File: src/logic/palette_front_consts.svh
// Constants for the palette pin front end: register codes, field positions, resets, timing.
`ifndef PALETTE_FRONT_CONSTS_SVH
`define PALETTE_FRONT_CONSTS_SVH

`define REG_READ_MASK       4'h2
`define REG_GEN_CTRL        4'h8
`define REG_IN_CLK          4'h9
`define REG_OUT_CLK         4'hA
`define REG_MUX_CTRL        4'hB

`define MUX_PASS_BIT        0
`define MUX_BIG_END_BIT     1
`define GEN_LINE_POL_BIT    0
`define GEN_FRAME_POL_BIT   1
`define GEN_SYNC_EN_BIT     5
`define INCLK_SEL_BIT       0
`define OUTCLK_DIV_LSB      0
`define OUTCLK_DIV_W        3

`define MUX_CTRL_RST        8'h01
`define GEN_CTRL_RST        8'h20
`define IN_CLK_RST          8'h00
`define OUT_CLK_RST         8'h00
`define READ_MASK_RST       8'hFF
`define UNMAPPED_READ       8'h00

`define DOT_CLK_MAX_MHZ     135
`define MCLK_MHZ            10

`endif

File: src/logic/palette_front_pkg.sv
// Types shared by the palette pin front end modules.
package palette_front_pkg;

   typedef logic [7:0]  reg_byte_t;
   typedef logic [31:0] pixel_word_t;
   typedef logic [3:0]  reg_sel_t;

   typedef enum logic [1:0] {
      HOST_IDLE = 2'b01,
      HOST_READ = 2'b10
   } host_state_t;

endpackage

File: src/logic/pixel_link_if.sv
// Valid/ready link carrying pixel words between the front end and its buffer.
`timescale 1ns/1ps
interface pixel_link_if #(parameter int WIDTH = 32);
   logic [WIDTH-1:0] data;
   logic             valid;
   logic             ready;
   modport src (output data, output valid, input ready);
   modport snk (input data, input valid, output ready);
endinterface

File: src/logic/pin_sync.sv
// Two-flop synchroniser for a bundle of pins, with one falling and one rising edge pulse.
`timescale 1ns/1ps
module pin_sync #(
   parameter int WIDTH    = 8,
   parameter int FALL_BIT = 0,
   parameter int RISE_BIT = 0
) (
   input  wire logic             clk,
   input  wire logic             rst_n,
   input  wire logic [WIDTH-1:0] raw,
   output logic      [WIDTH-1:0] synced,
   output logic                  fall_pulse,
   output logic                  rise_pulse
);

   logic [WIDTH-1:0] meta_q;
   logic [WIDTH-1:0] sync_q;
   logic [WIDTH-1:0] prev_q;

   // Only the second stage and its delayed copy feed any logic.
   always_ff @(posedge clk or negedge rst_n) begin
      if (!rst_n) begin
         meta_q <= '1;
         sync_q <= '1;
         prev_q <= '1;
      end else begin
         meta_q <= raw;
         sync_q <= meta_q;
         prev_q <= sync_q;
      end
   end

   assign synced     = sync_q;
   assign fall_pulse = prev_q[FALL_BIT] & ~sync_q[FALL_BIT];
   assign rise_pulse = ~prev_q[RISE_BIT] & sync_q[RISE_BIT];
endmodule // pin_sync

File: src/logic/pixel_skid_buffer.sv
// Two-entry pixel buffer with valid and ready on both sides.
`timescale 1ns/1ps
module pixel_skid_buffer #(
   parameter int DEPTH = 2
) (
   input  wire logic   clk,
   input  wire logic   rst_n,
   pixel_link_if.snk   fill,
   pixel_link_if.src   drain
);

   localparam int PW = (DEPTH > 2) ? $clog2(DEPTH) : 1;
   localparam int CW = $clog2(DEPTH + 1);

   logic [$bits(fill.data)-1:0] mem_q [DEPTH];
   logic [PW-1:0] wr_ptr_q, wr_ptr_d, rd_ptr_q, rd_ptr_d;
   logic [CW-1:0] count_q, count_d;
   logic          push, pop;

   assign fill.ready  = (count_q != CW'(DEPTH));
   assign drain.valid = (count_q != '0);
   assign drain.data  = mem_q[rd_ptr_q];
   assign push        = fill.valid & fill.ready;
   assign pop         = drain.valid & drain.ready;

   always_comb begin
      wr_ptr_d = wr_ptr_q;
      rd_ptr_d = rd_ptr_q;
      if (push) wr_ptr_d = (wr_ptr_q == PW'(DEPTH - 1)) ? '0 : wr_ptr_q + 1'b1;
      if (pop)  rd_ptr_d = (rd_ptr_q == PW'(DEPTH - 1)) ? '0 : rd_ptr_q + 1'b1;
      count_d = count_q + CW'(push) - CW'(pop);
   end

   always_ff @(posedge clk or negedge rst_n) begin
      if (!rst_n) begin
         wr_ptr_q <= '0;
         rd_ptr_q <= '0;
         count_q  <= '0;
      end else begin
         wr_ptr_q <= wr_ptr_d;
         rd_ptr_q <= rd_ptr_d;
         count_q  <= count_d;
      end
   end

   // Entries carry no reset; only occupied ones are ever presented.
   always_ff @(posedge clk) begin
      if (push) mem_q[wr_ptr_q] <= fill.data;
   end
endmodule // pixel_skid_buffer

File: src/logic/palette_pin_front_end.sv
// Pin front end of a video palette: pixel, blank, sync and clock paths plus host strobes.
`timescale 1ns/1ps
`include "palette_front_consts.svh"

////////////////////////////////////////////////////////////////////////////////
// How it works
// Pass-through picks dedicated blank, else main blank.
// Pass-through forces the first dot clock.
// Either dot clock input may drive dot ticks.
// Normal mode: active-low syncs through polarity gate.
// Pass-through forwards syncs with unchanged polarity.
// Read starts on falling read strobe, drives bus.
// Four-bit select chooses register; eight-bit data bus.
// 32-bit pixel port, little or big endian.
// Programmable video clock output paces pixel transfers.
// Write data captured on rising write strobe.
// Host strobes synchronised before touching registers.
module palette_pin_front_end
   import palette_front_pkg::*;
#(
   parameter int BUF_DEPTH = 2
) (
   input  wire logic                          mclk,
   input  wire logic                          rst_n,
   input  wire logic                          first_dot_clock_in,
   input  wire logic                          second_dot_clock_in,
   input  wire palette_front_pkg::pixel_word_t pixel_in,
   input  wire logic                          blank_n_in,
   input  wire logic                          passthrough_blank_n_in,
   input  wire logic                          line_sync_n_in,
   input  wire logic                          frame_sync_n_in,
   input  wire logic                          rd_n,
   input  wire logic                          wr_n,
   input  wire palette_front_pkg::reg_sel_t   register_select,
   input  wire palette_front_pkg::reg_byte_t  host_data_in,
   output palette_front_pkg::reg_byte_t       host_data_out,
   output logic                               host_data_oe,
   output logic                               video_clock_out,
   output logic                               dot_clock_tick,
   output logic                               line_sync_out,
   output logic                               frame_sync_out,
   output logic                               green_sync_level,
   output logic                               blank_n_out,
   output logic                               passthrough_active,
   output palette_front_pkg::pixel_word_t     pixel_word_out,
   output logic                               pixel_valid,
   input  wire logic                          pixel_ready
);

   ////////////////////////////////////////////////////////////////////////////
   // Reset release and pin synchronisers.

   logic [1:0]  rst_pipe_q;
   logic        rst_sync_n;
   logic [13:0] host_s;
   logic        rd_fall, wr_rise;
   logic [37:0] video_s;
   logic        dot0_s, dot1_s, bl_s, pt_bl_s, hs_s, vs_s;
   pixel_word_t pix_s;
   reg_sel_t    sel_s;
   reg_byte_t   data_s;
   logic        rd_s;

   always_ff @(posedge mclk or negedge rst_n) begin
      if (!rst_n) rst_pipe_q <= 2'b00;
      else        rst_pipe_q <= {rst_pipe_q[0], 1'b1};
   end
   assign rst_sync_n = rst_pipe_q[1];

   // Select and data ride with the strobes so they reach the core aligned.
   pin_sync #(.WIDTH(14), .FALL_BIT(13), .RISE_BIT(12)) u_host_sync (
      .clk        (mclk),
      .rst_n      (rst_sync_n),
      .raw        ({rd_n, wr_n, register_select, host_data_in}),
      .synced     (host_s),
      .fall_pulse (rd_fall),
      .rise_pulse (wr_rise)
   );
   assign rd_s   = host_s[13];
   assign sel_s  = host_s[11:8];
   assign data_s = host_s[7:0];

   pin_sync #(.WIDTH(38), .FALL_BIT(0), .RISE_BIT(0)) u_video_sync (
      .clk        (mclk),
      .rst_n      (rst_sync_n),
      .raw        ({first_dot_clock_in, second_dot_clock_in, blank_n_in,
                    passthrough_blank_n_in, line_sync_n_in, frame_sync_n_in, pixel_in}),
      .synced     (video_s),
      .fall_pulse (),
      .rise_pulse ()
   );
   assign {dot0_s, dot1_s, bl_s, pt_bl_s, hs_s, vs_s} = video_s[37:32];
   assign pix_s = video_s[31:0];

   ////////////////////////////////////////////////////////////////////////////
   // Host register access.

   host_state_t host_st_q, host_st_d;
   reg_byte_t   mux_ctrl_q, mux_ctrl_d, gen_ctrl_q, gen_ctrl_d;
   reg_byte_t   in_clk_q, in_clk_d, out_clk_q, out_clk_d;
   reg_byte_t   read_mask_q, read_mask_d, rdata_q, rdata_d, read_val;
   logic        pass;

   assign pass = mux_ctrl_q[`MUX_PASS_BIT];

   always_comb begin
      case (sel_s)
         `REG_READ_MASK: read_val = read_mask_q;
         `REG_GEN_CTRL:  read_val = gen_ctrl_q;
         `REG_IN_CLK:    read_val = in_clk_q;
         `REG_OUT_CLK:   read_val = out_clk_q;
         `REG_MUX_CTRL:  read_val = mux_ctrl_q;
         default:        read_val = `UNMAPPED_READ;
      endcase
   end

   always_comb begin
      host_st_d   = host_st_q;
      rdata_d     = rdata_q;
      mux_ctrl_d  = mux_ctrl_q;
      gen_ctrl_d  = gen_ctrl_q;
      in_clk_d    = in_clk_q;
      out_clk_d   = out_clk_q;
      read_mask_d = read_mask_q;
      case (host_st_q)
         HOST_IDLE: begin
            if (rd_fall) begin
               rdata_d   = read_val;
               host_st_d = HOST_READ;
            end
         end
         HOST_READ: begin
            if (rd_s) host_st_d = HOST_IDLE;
         end
         default: host_st_d = HOST_IDLE;
      endcase
      // Writes act only on the synchronised rising edge, never on the raw pin.
      if (wr_rise) begin
         case (sel_s)
            `REG_READ_MASK: read_mask_d = data_s;
            `REG_GEN_CTRL:  gen_ctrl_d  = data_s;
            `REG_IN_CLK:    in_clk_d    = data_s;
            `REG_OUT_CLK:   out_clk_d   = data_s;
            `REG_MUX_CTRL:  mux_ctrl_d  = data_s;
            default: ;
         endcase
      end
   end

   always_ff @(posedge mclk or negedge rst_sync_n) begin
      if (!rst_sync_n) begin
         host_st_q   <= HOST_IDLE;
         rdata_q     <= 8'h00;
         mux_ctrl_q  <= `MUX_CTRL_RST;
         gen_ctrl_q  <= `GEN_CTRL_RST;
         in_clk_q    <= `IN_CLK_RST;
         out_clk_q   <= `OUT_CLK_RST;
         read_mask_q <= `READ_MASK_RST;
      end else begin
         host_st_q   <= host_st_d;
         rdata_q     <= rdata_d;
         mux_ctrl_q  <= mux_ctrl_d;
         gen_ctrl_q  <= gen_ctrl_d;
         in_clk_q    <= in_clk_d;
         out_clk_q   <= out_clk_d;
         read_mask_q <= read_mask_d;
      end
   end

   assign host_data_out = rdata_q;
   assign host_data_oe  = (host_st_q == HOST_READ);

   ////////////////////////////////////////////////////////////////////////////
   // Dot clock selection and video clock divider.

   // Dot clock edges are seen by sampling, so only rates well below mclk
   // resolve here; the core cannot follow rates up to DOT_CLK_MAX_MHZ.
   logic                     sel_second, dot_sel, dot_prev_q, dot_prev_d;
   logic [`OUTCLK_DIV_W-1:0] div_cnt_q, div_cnt_d, div_limit;
   logic                     video_clock_out_q, video_clock_out_d, take_pixel;

   pixel_link_if #(.WIDTH(32)) fill_link ();
   pixel_link_if #(.WIDTH(32)) drain_link ();

   assign sel_second     = ~pass & in_clk_q[`INCLK_SEL_BIT];
   assign dot_sel        = sel_second ? dot1_s : dot0_s;
   assign dot_clock_tick = dot_sel & ~dot_prev_q;
   assign div_limit      = out_clk_q[`OUTCLK_DIV_LSB +: `OUTCLK_DIV_W];

   always_comb begin
      dot_prev_d = dot_sel;
      div_cnt_d  = div_cnt_q;
      video_clock_out_d     = video_clock_out_q;
      // A full buffer freezes the video clock, which holds off the pixel source.
      if (dot_clock_tick && fill_link.ready) begin
         if (div_cnt_q == div_limit) begin
            div_cnt_d = '0;
            video_clock_out_d    = ~video_clock_out_q;
         end else begin
            div_cnt_d = div_cnt_q + 1'b1;
         end
      end
   end

   always_ff @(posedge mclk or negedge rst_sync_n) begin
      if (!rst_sync_n) begin
         // The pin synchroniser resets high, so a low start would fake a tick.
         dot_prev_q <= 1'b1;
         div_cnt_q  <= '0;
         video_clock_out_q     <= 1'b0;
      end else begin
         dot_prev_q <= dot_prev_d;
         div_cnt_q  <= div_cnt_d;
         video_clock_out_q     <= video_clock_out_d;
      end
   end

   assign video_clock_out = video_clock_out_q;
   assign take_pixel      = video_clock_out_d & ~video_clock_out_q;

   ////////////////////////////////////////////////////////////////////////////
   // Pixel capture and buffering.

   pixel_word_t push_data_q, push_data_d, ordered;
   logic        push_q, push_d;

   assign ordered = mux_ctrl_q[`MUX_BIG_END_BIT] ?
                    {pix_s[7:0], pix_s[15:8], pix_s[23:16], pix_s[31:24]} : pix_s;

   always_comb begin
      push_d      = take_pixel;
      push_data_d = take_pixel ? ordered : push_data_q;
   end

   always_ff @(posedge mclk or negedge rst_sync_n) begin
      if (!rst_sync_n) begin
         push_q      <= 1'b0;
         push_data_q <= 32'h0000_0000;
      end else begin
         push_q      <= push_d;
         push_data_q <= push_data_d;
      end
   end

   assign fill_link.valid = push_q;
   assign fill_link.data  = push_data_q;

   pixel_skid_buffer #(.DEPTH(BUF_DEPTH)) u_buffer (
      .clk   (mclk),
      .rst_n (rst_sync_n),
      .fill  (fill_link.snk),
      .drain (drain_link.src)
   );

   assign pixel_word_out   = drain_link.data;
   assign pixel_valid      = drain_link.valid;
   assign drain_link.ready = pixel_ready;

   ////////////////////////////////////////////////////////////////////////////
   // Blank and sync paths.

   logic blank_q, blank_d, line_q, line_d, frame_q, frame_d, green_q, green_d;

   always_comb begin
      blank_d = pass ? pt_bl_s : bl_s;
      if (pass) begin
         line_d  = hs_s;
         frame_d = vs_s;
         green_d = 1'b0;
      end else begin
         line_d  = ~hs_s ^ gen_ctrl_q[`GEN_LINE_POL_BIT];
         frame_d = ~vs_s ^ gen_ctrl_q[`GEN_FRAME_POL_BIT];
         green_d = gen_ctrl_q[`GEN_SYNC_EN_BIT] & (~hs_s | ~vs_s);
      end
   end

   always_ff @(posedge mclk or negedge rst_sync_n) begin
      if (!rst_sync_n) begin
         blank_q <= 1'b0;
         line_q  <= 1'b1;
         frame_q <= 1'b1;
         green_q <= 1'b0;
      end else begin
         blank_q <= blank_d;
         line_q  <= line_d;
         frame_q <= frame_d;
         green_q <= green_d;
      end
   end

   assign blank_n_out        = blank_q;
   assign line_sync_out      = line_q;
   assign frame_sync_out     = frame_q;
   assign green_sync_level   = green_q;
   assign passthrough_active = pass;
endmodule // palette_pin_front_end

File: config.mk
export PLATFORM = sky130hd
export DESIGN_NAME = palette_pin_front_end
export DESIGN_NICKNAME = d
export VERILOG_FILES = /design/src/logic/palette_front_pkg.sv /design/src/logic/pixel_link_if.sv /design/src/logic/pin_sync.sv /design/src/logic/pixel_skid_buffer.sv /design/src/logic/palette_pin_front_end.sv
export VERILOG_INCLUDE_DIRS = /design/src /design/src/logic
export SDC_FILE = /design/constraint.sdc
export NUM_CORES = 1
export LEC_CHECK = 0
export ABC_AREA = 1
export BUFFER_PORTS_ARGS = -buffer_cell sky130_fd_sc_hd__clkbuf_2
export CAP_MARGIN = 20
export CORE_ASPECT_RATIO = 2
export CORE_MARGIN = 1
export CORE_UTILIZATION = 62
export DETAILED_ROUTE_END_ITERATION = 16
export GPL_TIMING_DRIVEN = 1
export PLACE_DENSITY = 0.95
export SYNTH_ARGS = -nofsm -noshare
export SYNTH_HDL_FRONTEND = slang
export SYNTH_HIERARCHICAL = 1
export SYNTH_SLANG_ARGS = --single-unit
File: constraint.sdc
create_clock -name mclk -period 9.4 [get_ports mclk]
set_input_delay 0.94 -clock mclk [delete_from_list [all_inputs] [get_ports mclk]]
set_output_delay 0.94 -clock mclk [all_outputs]
set_load 0.01 [all_outputs]
# Yosys cells after proc, flatten, opt, wreduce, memory -nomap -nowiden

Memories as Yosys holds them, arrays and structs flattened.
Index checks and enable logic that the tools add are counted.

Bitwise gates (word level): 18
Reductions and logical operators: 9
Eq/ne operators: 11
Muxes and demuxes: 17
Add/sub/neg operators: 5

Operators with widths:

| operator                                            | count |
|---|---|
| one-hot mux 8 bit (5 select lines)                  | 1 |
| two-way mux 32 bit                                  | 1 |
| equality test 4 bit, second input constant          | 4 |
| AND reduction 2 bit                                 | 7 |
| two-way mux 1 bit                                   | 11 |
| bitwise AND 1 bit                                   | 8 |
| NOT 1 bit                                           | 7 |
| equality test 4 x 2 -> 1 bit, second input constant | 1 |
| two-way mux 2 bit                                   | 2 |
| != test 2 bit, second input constant                | 2 |
| one-hot mux 2 bit (2 select lines)                  | 1 |
| adder 3 x 1 -> 3 bit, second input constant         | 1 |
| equality test 3 bit                                 | 1 |
| two-way mux 3 bit                                   | 1 |
| adder 1 bit, second input constant                  | 2 |
| adder 2 x 1 -> 2 bit                                | 1 |
| equality test 2 x 1 -> 1 bit, second input constant | 1 |
| equality test 2 bit, second input constant          | 1 |
| != test 2 x 1 -> 1 bit, second input constant       | 1 |
| nonzero test 2 bit                                  | 1 |
| subtractor 2 x 1 -> 2 bit                           | 1 |
| bitwise XOR 1 bit                                   | 2 |
| logical AND 1 bit                                   | 1 |
| OR 1 bit                                            | 1 |

Memories kept: 1
Register bits: 216
Word-level logic and storage cells: 86
RAM bits: 64
Bits of input ports: 55
Output and inout port bits: 49

Memory list:

| memory         | depth | bits a word | read ports | clocked after memory_dff | wr ports | line                    | text |
|---|---|---|---|---|---|---|---|
| u_buffer.mem_q | 2     | 32          | 1          | 0                        | 1        | pixel_skid_buffer.sv:15 | `logic [$bits(fill.data)-1:0] mem_q [DEPTH];` |

# Logic depth before layout (Yosys ltp)

Gate-level depths: netlist (run 1).

Word-level depth: 7
Depth in mapped cells: 12
Mapped depth without buffers: 12

# Modules after synthesis

Netlist (run 1), hierarchy kept.

By module, submodules not included:

| module                  | cells each | sequential area each (sq um) | area each (sq um) | times used |
|---|---|---|---|---|
| palette_pin_front_end   | 541        | 2369.8                       | 4513.1            | 1 |
| pixel_skid_buffer       | 199        | 2021.9                       | 2590.0            | 1 |
| pin_sync (u_video_sync) | 81         | 2023.2                       | 2038.2            | 1 |
| pin_sync (u_host_sync)  | 34         | 788.3                        | 808.3             | 1 |

# Worst setup path before layout (run 1)

OpenSTA, ideal clock, no wires.

Path type: register to register
Start point: register u_buffer.count_q[1]
End point: memory u_buffer/mem_q[0][0] (netlist bit) (enable)
Data arrival time: 1.996 ns
Path buffers: 0
Data required time: 8.979 ns
Cell stages (with the launch flop): 4
Period minus slack after synthesis: 2.417 ns
Slack: 6.983 ns
Setup time: 0.421 ns
Cells stage by stage: dfrtp_1 nand2_2 nand2_4 nor2_1

Word-level cells in the longest chain between the ends: 4

Ends and longest elaborated chain:

| element                                 | line                    | text |
|---|---|---|
| start, declared                         | pixel_skid_buffer.sv:17 | `logic [CW-1:0] count_q, count_d;` |
| start signal, assigned                  | pixel_skid_buffer.sv:42 | `count_q <= count_d;` |
| != test 2 bit                           | pixel_skid_buffer.sv:20 | `assign fill.ready = (count_q != CW'(DEPTH));` |
| named net fill_link.ready               | pixel_link_if.sv:6      | `logic ready;` |
| bitwise AND 1 bit                       | pixel_skid_buffer.sv:23 | `assign push = fill.valid & fill.ready;` |
| two-way mux 1 bit                       | pixel_skid_buffer.sv:48 | `if (push) mem_q[wr_ptr_q] <= fill.data;` |
| two-way mux 1 bit (not written as such) | pixel_skid_buffer.sv:48 |  |
| end, declared                           | pixel_skid_buffer.sv:15 |  |

The timed path passes the listed nets, and every way through them passes these cells.

# Worst setup path in the final report (run 1)

Start point: register u_buffer.rd_ptr_q
End point: output port pixel_word_out[17]

Word-level cells in the longest chain between the ends: 1

Ends and longest elaborated chain:

| element                  | line                        | text |
|---|---|---|
| start, declared          | pixel_skid_buffer.sv:16     | `logic [PW-1:0] wr_ptr_q, wr_ptr_d, rd_ptr_q, rd_ptr_d;` |
| start signal, assigned   | pixel_skid_buffer.sv:41     | `rd_ptr_q <= rd_ptr_d;` |
| memory read (2 x 32 bit) | -                           |  |
| end, declared            | palette_pin_front_end.sv:45 | `output palette_front_pkg::pixel_word_t pixel_word_out,` |

No other way between the ends.

==> qor.yml, run 1 <==
floorplan:
  die_h_um: 180.8
  rows: 65
  dieWidth_um: 91.39
  initial_core_util_pct: 63.12
  fp.coreArea_mm2: 0.01570
  io_pins: 104
  dieArea_mm2: 0.01652
timing:
  slew_violations: 0
  max_freq_mhz: 355.9
  fin_setup_tns_ns: 0
  tightest_slew_ns: 0.9585
  setup_viol: 0
  final.period_utilization_pct: 29.90
  fin_skew_ns: 0.02903
  rsz0062_at_grt: "no"
  fin_crit_ns: 2.810
  max_slew_margin_pct: 36.10
  finalHoldViolCount: 0
cells_and_area:
  final_nets: 1009
  design_area_mm2: 0.01129
  areaGrowthSynthToFinish_pct: 13.98
  antenna_cells: 0
  drive_above_1_share_pct: 31.75
  nFillCells: 972
drt:
  wl_per_cell_um: 15.93
  ant_nets: 0
  first_iter_violations: 368
  vias_per_cell: 5.426
  wl_um: 18610
  vias: 6338
  drtPass1Iterations: 5
  drcViolationCount: 0
clock_tree:
  cts_resized: 0
  postCtsSetupBuffers: 0
  cts_tree: "done"
  insertion_delay_ns: 0.52
  ctsHoldBuffers: 0
  clk_pin_slew_worst_paths_ns: 0.07
  clockBufferDepth: 3
  clock-sinks: 268
  cts-htree-levels: 1
  cts_buffers: 21
  cts_root_buf: "clkbuf_16"
setup_path:
  path_max_fanout: 33
  critPathSlowestCell: "dfrtp_1"
  crit_chain: "buf_16 > inv_4 > nand2_1 > nand2_1 > clkbuf_2"
  criticalPathCategory: "flip-flop to primary output"
  critPathMaxStageDelay_ns: 0.52
  critical_path_required_ns: 8.46
  crit_top_cell: "nand2_1"
  startpoint_type: "flip-flop"
  arrival_ns: 1.87
  endpoint_kind: "primary output"
pwr:
  p_sw_share_pct: 28.98
  switchingPower_mw: 0.8843
  combinationalPowerShare_pct: 17.9
  power_frac_seq_pct: 51.2
  pwr-share-clk_pct: 30.9
  power_density_mw_per_mm2: 270.2
  leakage_nw: 5.257
  ir_worst_vdd_mv: 0.2142
  internal_power_mw: 2.167
placed_design:
  portBuffers: 103
  place_area_mm2: 0.01051
  dp_hpwl_um: 12160
  gp_congestion: 0.8805
grt:
  grt_pass1_wl_um: 30150
  gr-total-overflow: 0
  grt_max_degree: 83
  grt_use_total_pct: 23.26
  grt_pass1_vias: 6331
  grt_antenna_before_repair: 0
synthesis:
  syn_area_mm2: 0.009908
  ys_warn_count: 6
  syn_avg_cell_area_um2: 11.66
  synth_nets: 907
  synth_cells: 850
job:
  max_cap_violations: 0
run_status:
  status: "finished, final reports clean"
worst_hold_path:
  hold_path_class: "primary input to async pin"
[layout by cell type (no fill, tap or decap), types with 17 or more instances in the layout]
| master | n |
|---|---|
| o21ai_0 | 17 |
| a21oi_1 | 18 |
| clkbuf_2 | 104 |
| dfstp_2 | 120 |
| nand2_1 | 281 |
| nor2_1 | 20 |
| o21ai_1 | 49 |
| nand3_1 | 62 |
| dfrtp_1 | 82 |
| edfxtp_1 | 64 |
| inv_1 | 46 |
| clkbuf_16 | 23 |
[state kept, by name, indices dropped and copies added, names as in the netlist, 2 cells and up]
signal               cells
gen_ctrl_q               8
u_video_sync/synced     38
rst_pipe_q               2
u_host_sync/synced      14
u_host_sync/prev_q       2
fill_link.data          32
in_clk_q                 8
host_data_out            8
u_host_sync/meta_q      14
host_st_q                2
u_buffer/count_q         2
out_clk_q                8
u_video_sync/meta_q     38
div_cnt_q                3
mux_ctrl_q               8
read_mask_q              8
u_buffer/mem_q          64
[final cells by class]
class	instances	area, um2	area share, %
Timing Repair Buffer	109	580.6	5.141
Inverter	57	216.5	1.917
Clock inverter	11	145.1	1.285
Clock buffer	27	611.8	5.418
Sequential cell	268	7182	63.59
Multi-Input combinational cell	495	2306	20.42
Tap cell	201	251.5	2.227
[stage by stage]
step | cells | total power [mW] | worst slack, ns | util [%] | hold WS [ns]
6_report | 1168 | 3.052 | 6.590 | 71.95 | 0.2194
5_1_grt | 1168 | 3.198 | 6.411 | 71.95 | 0.2020
4_1_cts | 1167 | 3.053 | 6.177 | 71.77 | 0.2079
3_5_place_dp | 1129 | 2.107 | 6.695 | 66.95 | 0.3468
3_3_place_gp | 1129 | 2.063 | 6.758 | 66.95 | 0.3326
2_1_floorplan | 850 | 1.939 | 3.504 | - | 0.3312
[worst max-delay path, delay by kind of cell, from the launching register on]
family                 cells  cell delay [ns]
buffers and inverters      3             0.63
flip-flops                 1             0.52
AND/OR/NAND/NOR            2             0.20
[power by group through the flow]
stage / Clock (mW) / Combinational, mW / Sequential (mW)
floorplan: 0 / 0.405 / 1.53
global placement: 0 / 0.489 / 1.57
detailed placement: 0 / 0.516 / 1.59
CTS: 0.951 / 0.528 / 1.57
global route: 0.996 / 0.622 / 1.58
finish: 0.941 / 0.547 / 1.56
[worst paths after layout]
kind,from,endpoint,slack [ns],cells past startpoint
worst max-delay path,u_buffer/rd_ptr_q,pixel_word_out[17],6.59,5
worst min-delay path,rst_n,rst_pipe_q[0],0.22,1
worst max register to register,rst_pipe_q[1],mux_ctrl_q[1],6.87,2
worst min register to register,rst_pipe_q[1],u_buffer/rd_ptr_q,0.35,0
max in group asynchronous,rst_pipe_q[1],mux_ctrl_q[1],6.87,2
min in group mclk,u_video_sync/meta_q[7],u_video_sync/synced[7],0.35,0
[layer usage]
| metal | wire, um | global-route usage, % | vias to the layer above |
|---|---|---|---|
| li1 | - | - | 2934 |
| met1 | 6214 | 25.96 | 2994 |
| met2 | 10320 | 42.05 | 323 |
| met3 | 1168 | 2.946 | 87 |
| met4 | 907 | 13.40 | 0 |
| met5 | 0 | 0 | - |
No activity file was read; power rests on OpenSTA's default activity.
==> run 2, diff against run 1 <==
--- a/config.mk
+++ b/config.mk
@@ -11,10 +11,10 @@
 export CAP_MARGIN = 20
 export CORE_ASPECT_RATIO = 2
 export CORE_MARGIN = 1
-export CORE_UTILIZATION = 62
+export CORE_UTILIZATION = 58
 export DETAILED_ROUTE_END_ITERATION = 16
 export GPL_TIMING_DRIVEN = 1
-export PLACE_DENSITY = 0.95
+export PLACE_DENSITY = 0.91
 export SYNTH_ARGS = -nofsm -noshare
 export SYNTH_HDL_FRONTEND = slang
 export SYNTH_HIERARCHICAL = 1
==> constraint.sdc (replaced) <==
create_clock -name mclk -period 2.7 [get_ports mclk]
set_input_delay 0.27 -clock mclk [delete_from_list [all_inputs] [get_ports mclk]]
set_output_delay 0.27 -clock mclk [all_outputs]
set_load 0.01 [all_outputs]
==> run 2 against run 1 <==
Against the previous run: sequential power rose to 3.5 times the previous value; worst setup slack worse by 5.9 ns; first-iteration DRC count down 7.6%; clock power increased to 3.2 times the previous value; via count is 3.5% higher; highest routed layer unchanged.
==> qor.yml, run 2 (same netlist as run 1, synthesis figures left out) <==
clock_tree:
  cts_root_buf: "clkbuf_16"
  cts_tree: "done"
  clockBufferDepth: 3
  clock-sinks: 268
  clk_pin_slew_worst_paths_ns: 0.07
  insertion_delay_ns: 0.50
  cts_buffers: 21
  cts-htree-levels: 1
placed_design:
  placed_cells: 1141
  portBuffers: 103
  dp_hpwl_um: 12390
  gp_congestion: 0.8440
cells_and_area:
  areaGrowthSynthToFinish_pct: 18.93
  layoutNonFillerInstCount: 1231
  final_common_cell: "nand2_1"
  antenna_cells: 0
  layout_common_cells: "nand2_1, dfstp_2, clkbuf_2"
  regMostFlops: "u_buffer/mem_q"
  largest_reg_flops: 64
  final_nets: 1067
  drive_above_1_share_pct: 29.98
grt:
  grt_use_total_pct: 24.83
  grt_pass1_wl_um: 33470
  grt_pass1_vias: 6843
  grt_max_degree: 59
  gr-total-overflow: 0
  grt_antenna_before_repair: 0
floorplan:
  io_pins: 104
  dieWidth_um: 94.42
  initial_core_util_pct: 59.10
  dieArea_mm2: 0.01764
  die_h_um: 186.8
  rows: 67
  fp.coreArea_mm2: 0.01677
setup_path:
  arrival_ns: 1.77
  path_max_fanout: 33
  crit_end: "pixel_word_out[15]"
  critPathLaunch: "u_buffer/rd_ptr_q"
  reg2reg_depth: 4
  critical_path_required_ns: 2.43
  reg2reg_to: "fill_link.data[6]"
  endpoint_kind: "primary output"
  r2r_start: "video_clock_out"
  regToRegSetupSlack_ns: 0.73
  startpoint_type: "flip-flop"
  criticalPathCategory: "flip-flop to primary output"
timing:
  slew_violations: 0
  final.period_utilization_pct: 75.62
  fin_setup_tns_ns: 0
  fin_skew_ns: 0.01713
  whs_ns: 0.1070
  max_slew_margin_pct: 43.03
  finalHoldViolCount: 0
  setup_viol: 0
  rsz0062_at_grt: "no"
  tightest_slew_ns: 0.8492
  fin_crit_ns: 2.042
  max_freq_mhz: 489.8
pwr:
  leakage_nw: 5.455
  ir_worst_vdd_mv: 0.7748
  power_density_mw_per_mm2: 883.7
  p_total_mw: 10.41
drt:
  drtPass1Iterations: 6
  vias: 6558
  wl_um: 20490
  vias_per_cell: 5.327
  first_iter_violations: 340
  drcViolationCount: 0
  ant_nets: 0
  wl_per_cell_um: 16.65
job:
  max_cap_violations: 0
run_status:
  status: "finished, final reports clean"
worst_hold_path:
  hold_path_class: "primary input to async pin"
-- run 2: changes by cell type in the layout (fill, tap and decap cells not counted), moves of 2 or more --
cell | previous run | this run
dlygate4sd3_1 | 0 | 53
inv_6 | 2 | 0
buf_12 | 0 | 2
clkinv_1 | 3 | 6
buf_4 | 5 | 9
clkbuf_1 | 1 | 3
clkbuf_16 | 23 | 21
-- run 2: how the worst min path moves through the flow --
stage                         end  slack [ns]  depth (start not counted)
floorplan           rst_pipe_q[0]       -0.03                          0
global placement    rst_pipe_q[0]        0.06                          1
detailed placement  rst_pipe_q[0]        0.06                          1
CTS                 rst_pipe_q[1]        0.09                          2
global route        rst_pipe_q[1]        0.11                          2
finish              rst_pipe_q[1]        0.11                          2
-- run 2: metrics by stage --
stage	worst slack (ns)	instance area, um2	util (%)
2_1_floorplan	0.2831	9912	-
3_3_place_gp	0.8090	10590	63.14
3_5_place_dp	0.7511	10590	63.14
4_1_cts	0.6019	11780	70.28
5_1_grt	0.4779	11780	70.28
6_report	0.6582	11780	70.28
-- run 2: power breakdown --
part / switching [mW] / internal (mW) / leakage, nW / total (mW)
Clock: 1.36 / 1.66 / 0.323 / 3.01
Combinational: 1.27 / 0.704 / 2.21 / 1.98
Sequential: 0.460 / 4.96 / 2.92 / 5.42
-- run 2: final cells by class --
cell class | instances | area (um2)
multi-input combinational | 495 | 2306
clock buffer | 25 | 550.5
fill | 1101 | 4982
timing repair buffer | 167 | 1154
inverter | 57 | 216.5
tap | 207 | 259.0
sequential | 268 | 7182
clock inverter | 12 | 116.4
-- run 2: layer usage --
metal	global-route usage (%)	up-vias	wire length (um)
met3	3.984	79	1207
met2	44.93	290	11480
met5	0	-	0
li1	-	3059	-
met1	27.10	3130	6863
met4	12.84	0	942
-- run 2: critical path, stage by stage, from the launching register on --
cell and delay, ns:
dfrtp_1 0.36, buf_4 0.23, inv_4 0.31, nand2_1 0.10, nand2_1 0.11, clkbuf_2 0.14
-- run 2: repair_timing --
item                       4_1_cts  5_1_grt
setup endpoints to repair        0        0
hold endpoints to repair        54        0
hold buffers                    53        0
resized for setup                0        0
setup buffers                    0        0
==> run 3, diff against run 2 <==
--- a/config.mk
+++ b/config.mk
@@ -11,10 +11,10 @@
 export CAP_MARGIN = 20
 export CORE_ASPECT_RATIO = 2
 export CORE_MARGIN = 1
-export CORE_UTILIZATION = 58
+export CORE_UTILIZATION = 52
 export DETAILED_ROUTE_END_ITERATION = 16
 export GPL_TIMING_DRIVEN = 1
-export PLACE_DENSITY = 0.91
+export PLACE_DENSITY = 0.87
 export SYNTH_ARGS = -nofsm -noshare
 export SYNTH_HDL_FRONTEND = slang
 export SYNTH_HIERARCHICAL = 1
==> constraint.sdc (replaced) <==
create_clock -name mclk -period 1.64 [get_ports mclk]
set_input_delay 0.164 -clock mclk [delete_from_list [all_inputs] [get_ports mclk]]
set_output_delay 0.164 -clock mclk [all_outputs]
set_load 0.01 [all_outputs]
==> run 3 against run 2 <==
Against the previous run: the run now ends with setup timing left; global-route usage shrank 3.5 points; via count grew 0.95%; worst setup slack lost 0.69 ns; critical endpoint is now dot_clock_tick; total power grew 70%; routed wire length shrank 1.5%; clock power grew 69%; first-iteration DRC count shrank 10%; register-to-register slack lost 0.70 ns; non-clock buffer count grew 16.
==> qor.yml, run 3 (same netlist as run 1, synthesis figures left out) <==
setup_path:
  critPathSlowestCell: "dfstp_2"
  r2r_start: "u_host_sync/synced[12]"
  criticalPathCategory: "flip-flop to primary output"
  arrival_ns: 1.50
  crit_chain: "inv_4 > nand2_4 > nand2_4 > nand3_4 > inv_2 > buf_6"
  reg2reg_depth: 4
  regToRegSetupSlack_ns: 0.03
  crit_top_cell: "nand2_4"
  reg2reg_to: "out_clk_q[1]"
  startpoint_type: "flip-flop"
  critPathMaxStageDelay_ns: 0.56
  critical_path_required_ns: 1.48
  critPathLaunch: "mux_ctrl_q[0]"
  endpoint_kind: "primary output"
  path_max_fanout: 3
floorplan:
  fp.coreArea_mm2: 0.01874
  dieArea_mm2: 0.01964
  dieWidth_um: 99.61
  initial_core_util_pct: 52.86
  die_h_um: 197.2
  rows: 71
  io_pins: 104
timing:
  max_slew_margin_pct: 63.71
  finalWorstSetupSlack_ns: -0.02703
  slew_violations: 0
  fin_crit_ns: 1.667
  fin_setup_tns_ns: -0.03804
  tightest_slew_ns: 0.5443
  finalHoldViolCount: 0
  rsz0062_at_grt: "yes"
  final.period_utilization_pct: 101.6
  max_freq_mhz: 599.9
  fin_skew_ns: 0.02458
  setup_viol: 3
run_status:
  violations: "setup timing"
  status: "complete, but fails checks"
grt:
  grt_max_degree: 47
  grt_antenna_before_repair: 0
  grt_use_total_pct: 21.32
  grt_pass1_vias: 6908
  gr-total-overflow: 0
  grt_pass1_wl_um: 32540
drt:
  vias_per_cell: 5.088
  wl_um: 20180
  drcViolationCount: 0
  wl_per_cell_um: 15.51
  vias: 6620
  ant_nets: 0
  drtPass1Iterations: 4
  first_iter_violations: 306
job:
  max_cap_violations: 0
cells_and_area:
  final_common_cell: "nand2_1"
  multi_input_area_mm2: 0.002414
  nFillCells: 1293
  regMostFlops: "u_buffer/mem_q"
  areaGrowthSynthToFinish_pct: 23.64
  seqCellArea_mm2: 0.007184
  largest_reg_flops: 64
  layoutNonFillerInstCount: 1301
  drive_above_1_share_pct: 32.31
  layout_common_cells: "nand2_1, dfstp_2, clkbuf_2"
  final_nets: 1087
  antenna_cells: 0
clock_tree:
  cts_tree: "done"
  cts_root_buf: "clkbuf_16"
  clk_pin_slew_worst_paths_ns: 0.07
  cts-htree-levels: 1
  cts_buffers: 22
  clockBufferDepth: 3
  insertion_delay_ns: 0.52
  clock-sinks: 268
placed_design:
  placed_cells: 1198
  dp_hpwl_um: 12900
  portBuffers: 103
  gp_congestion: 0.9177
worst_hold_path:
  whs_path_depth: 2
  holdPathEnd: "u_video_sync/meta_q[4]"
  hp-start: "pixel_in[4]"
  hold_path_class: "primary input to flip-flop"
pwr:
  ir_worst_vdd_mv: 1.238
  leakage_nw: 5.597
  power_density_mw_per_mm2: 1443
[run 3: repair_timing]
item,CTS,global route
hold buffers,55,0
endpoints found under the hold margin,56,0
setup buffers,2,4
pin swaps,1,4
gates resized for setup,16,24
gates cloned,1,2
setup endpoints to repair,61,53
[run 3: layout make-up]
cell class                 instances  share of cell area, %
clock buffer                      24                  4.637
clock inverter                    16                  1.215
inverter                          57                  1.828
multi-input combinational        498                  19.70
sequential                       268                  58.65
tap                              255                  2.604
timing repair buffer             183                  11.37
[run 3: stage by stage]
step	setup slack, ns	cell area (um2)	total power [mW]	util (%)	hold slack (ns)
6_report	-0.02703	12250	17.68	65.36	0.2749
3_5_place_dp	-0.01471	10800	12.27	57.61	-0.04786
2_1_floorplan	-0.3727	9925	11.13	-	-0.1316
4_1_cts	-0.06285	12150	17.66	64.80	0.2577
3_3_place_gp	0.09055	10800	12.06	57.61	-0.04897
5_1_grt	-0.08512	12250	18.59	65.36	0.2766
[run 3: worst max path at each step]
stage / cells past startpoint / endpoint
floorplan: 0 / blank_n_out
global placement: 6 / fill_link.data[14]
detailed placement: 6 / fill_link.data[30]
CTS: 6 / dot_clock_tick
global route: 4 / pixel_word_out[15]
finish: 6 / dot_clock_tick
[run 3: critical path, delay by kind of cell, from the launching register on]
kind                   cells  cell delay [ns]
and+or+nand+nor            3             0.21
DFF                        1             0.56
buffers and inverters      3             0.20
[run 3: where the power goes]
part / internal (mW) / switching, mW / total (mW)
clock network: 2.73 / 2.36 / 5.09
logic: 1.39 / 2.32 / 3.72
registers: 8.17 / 0.705 / 8.88
[run 3: per-layer routing]
| layer | global-route usage (%) | part of all wire (%) |
|---|---|---|
| met1 | 21.54 | 33 |
| met2 | 40.43 | 57 |
| met3 | 3.255 | 4.9 |
| met4 | 12.53 | 5.3 |
| met5 | 0 | 0 |
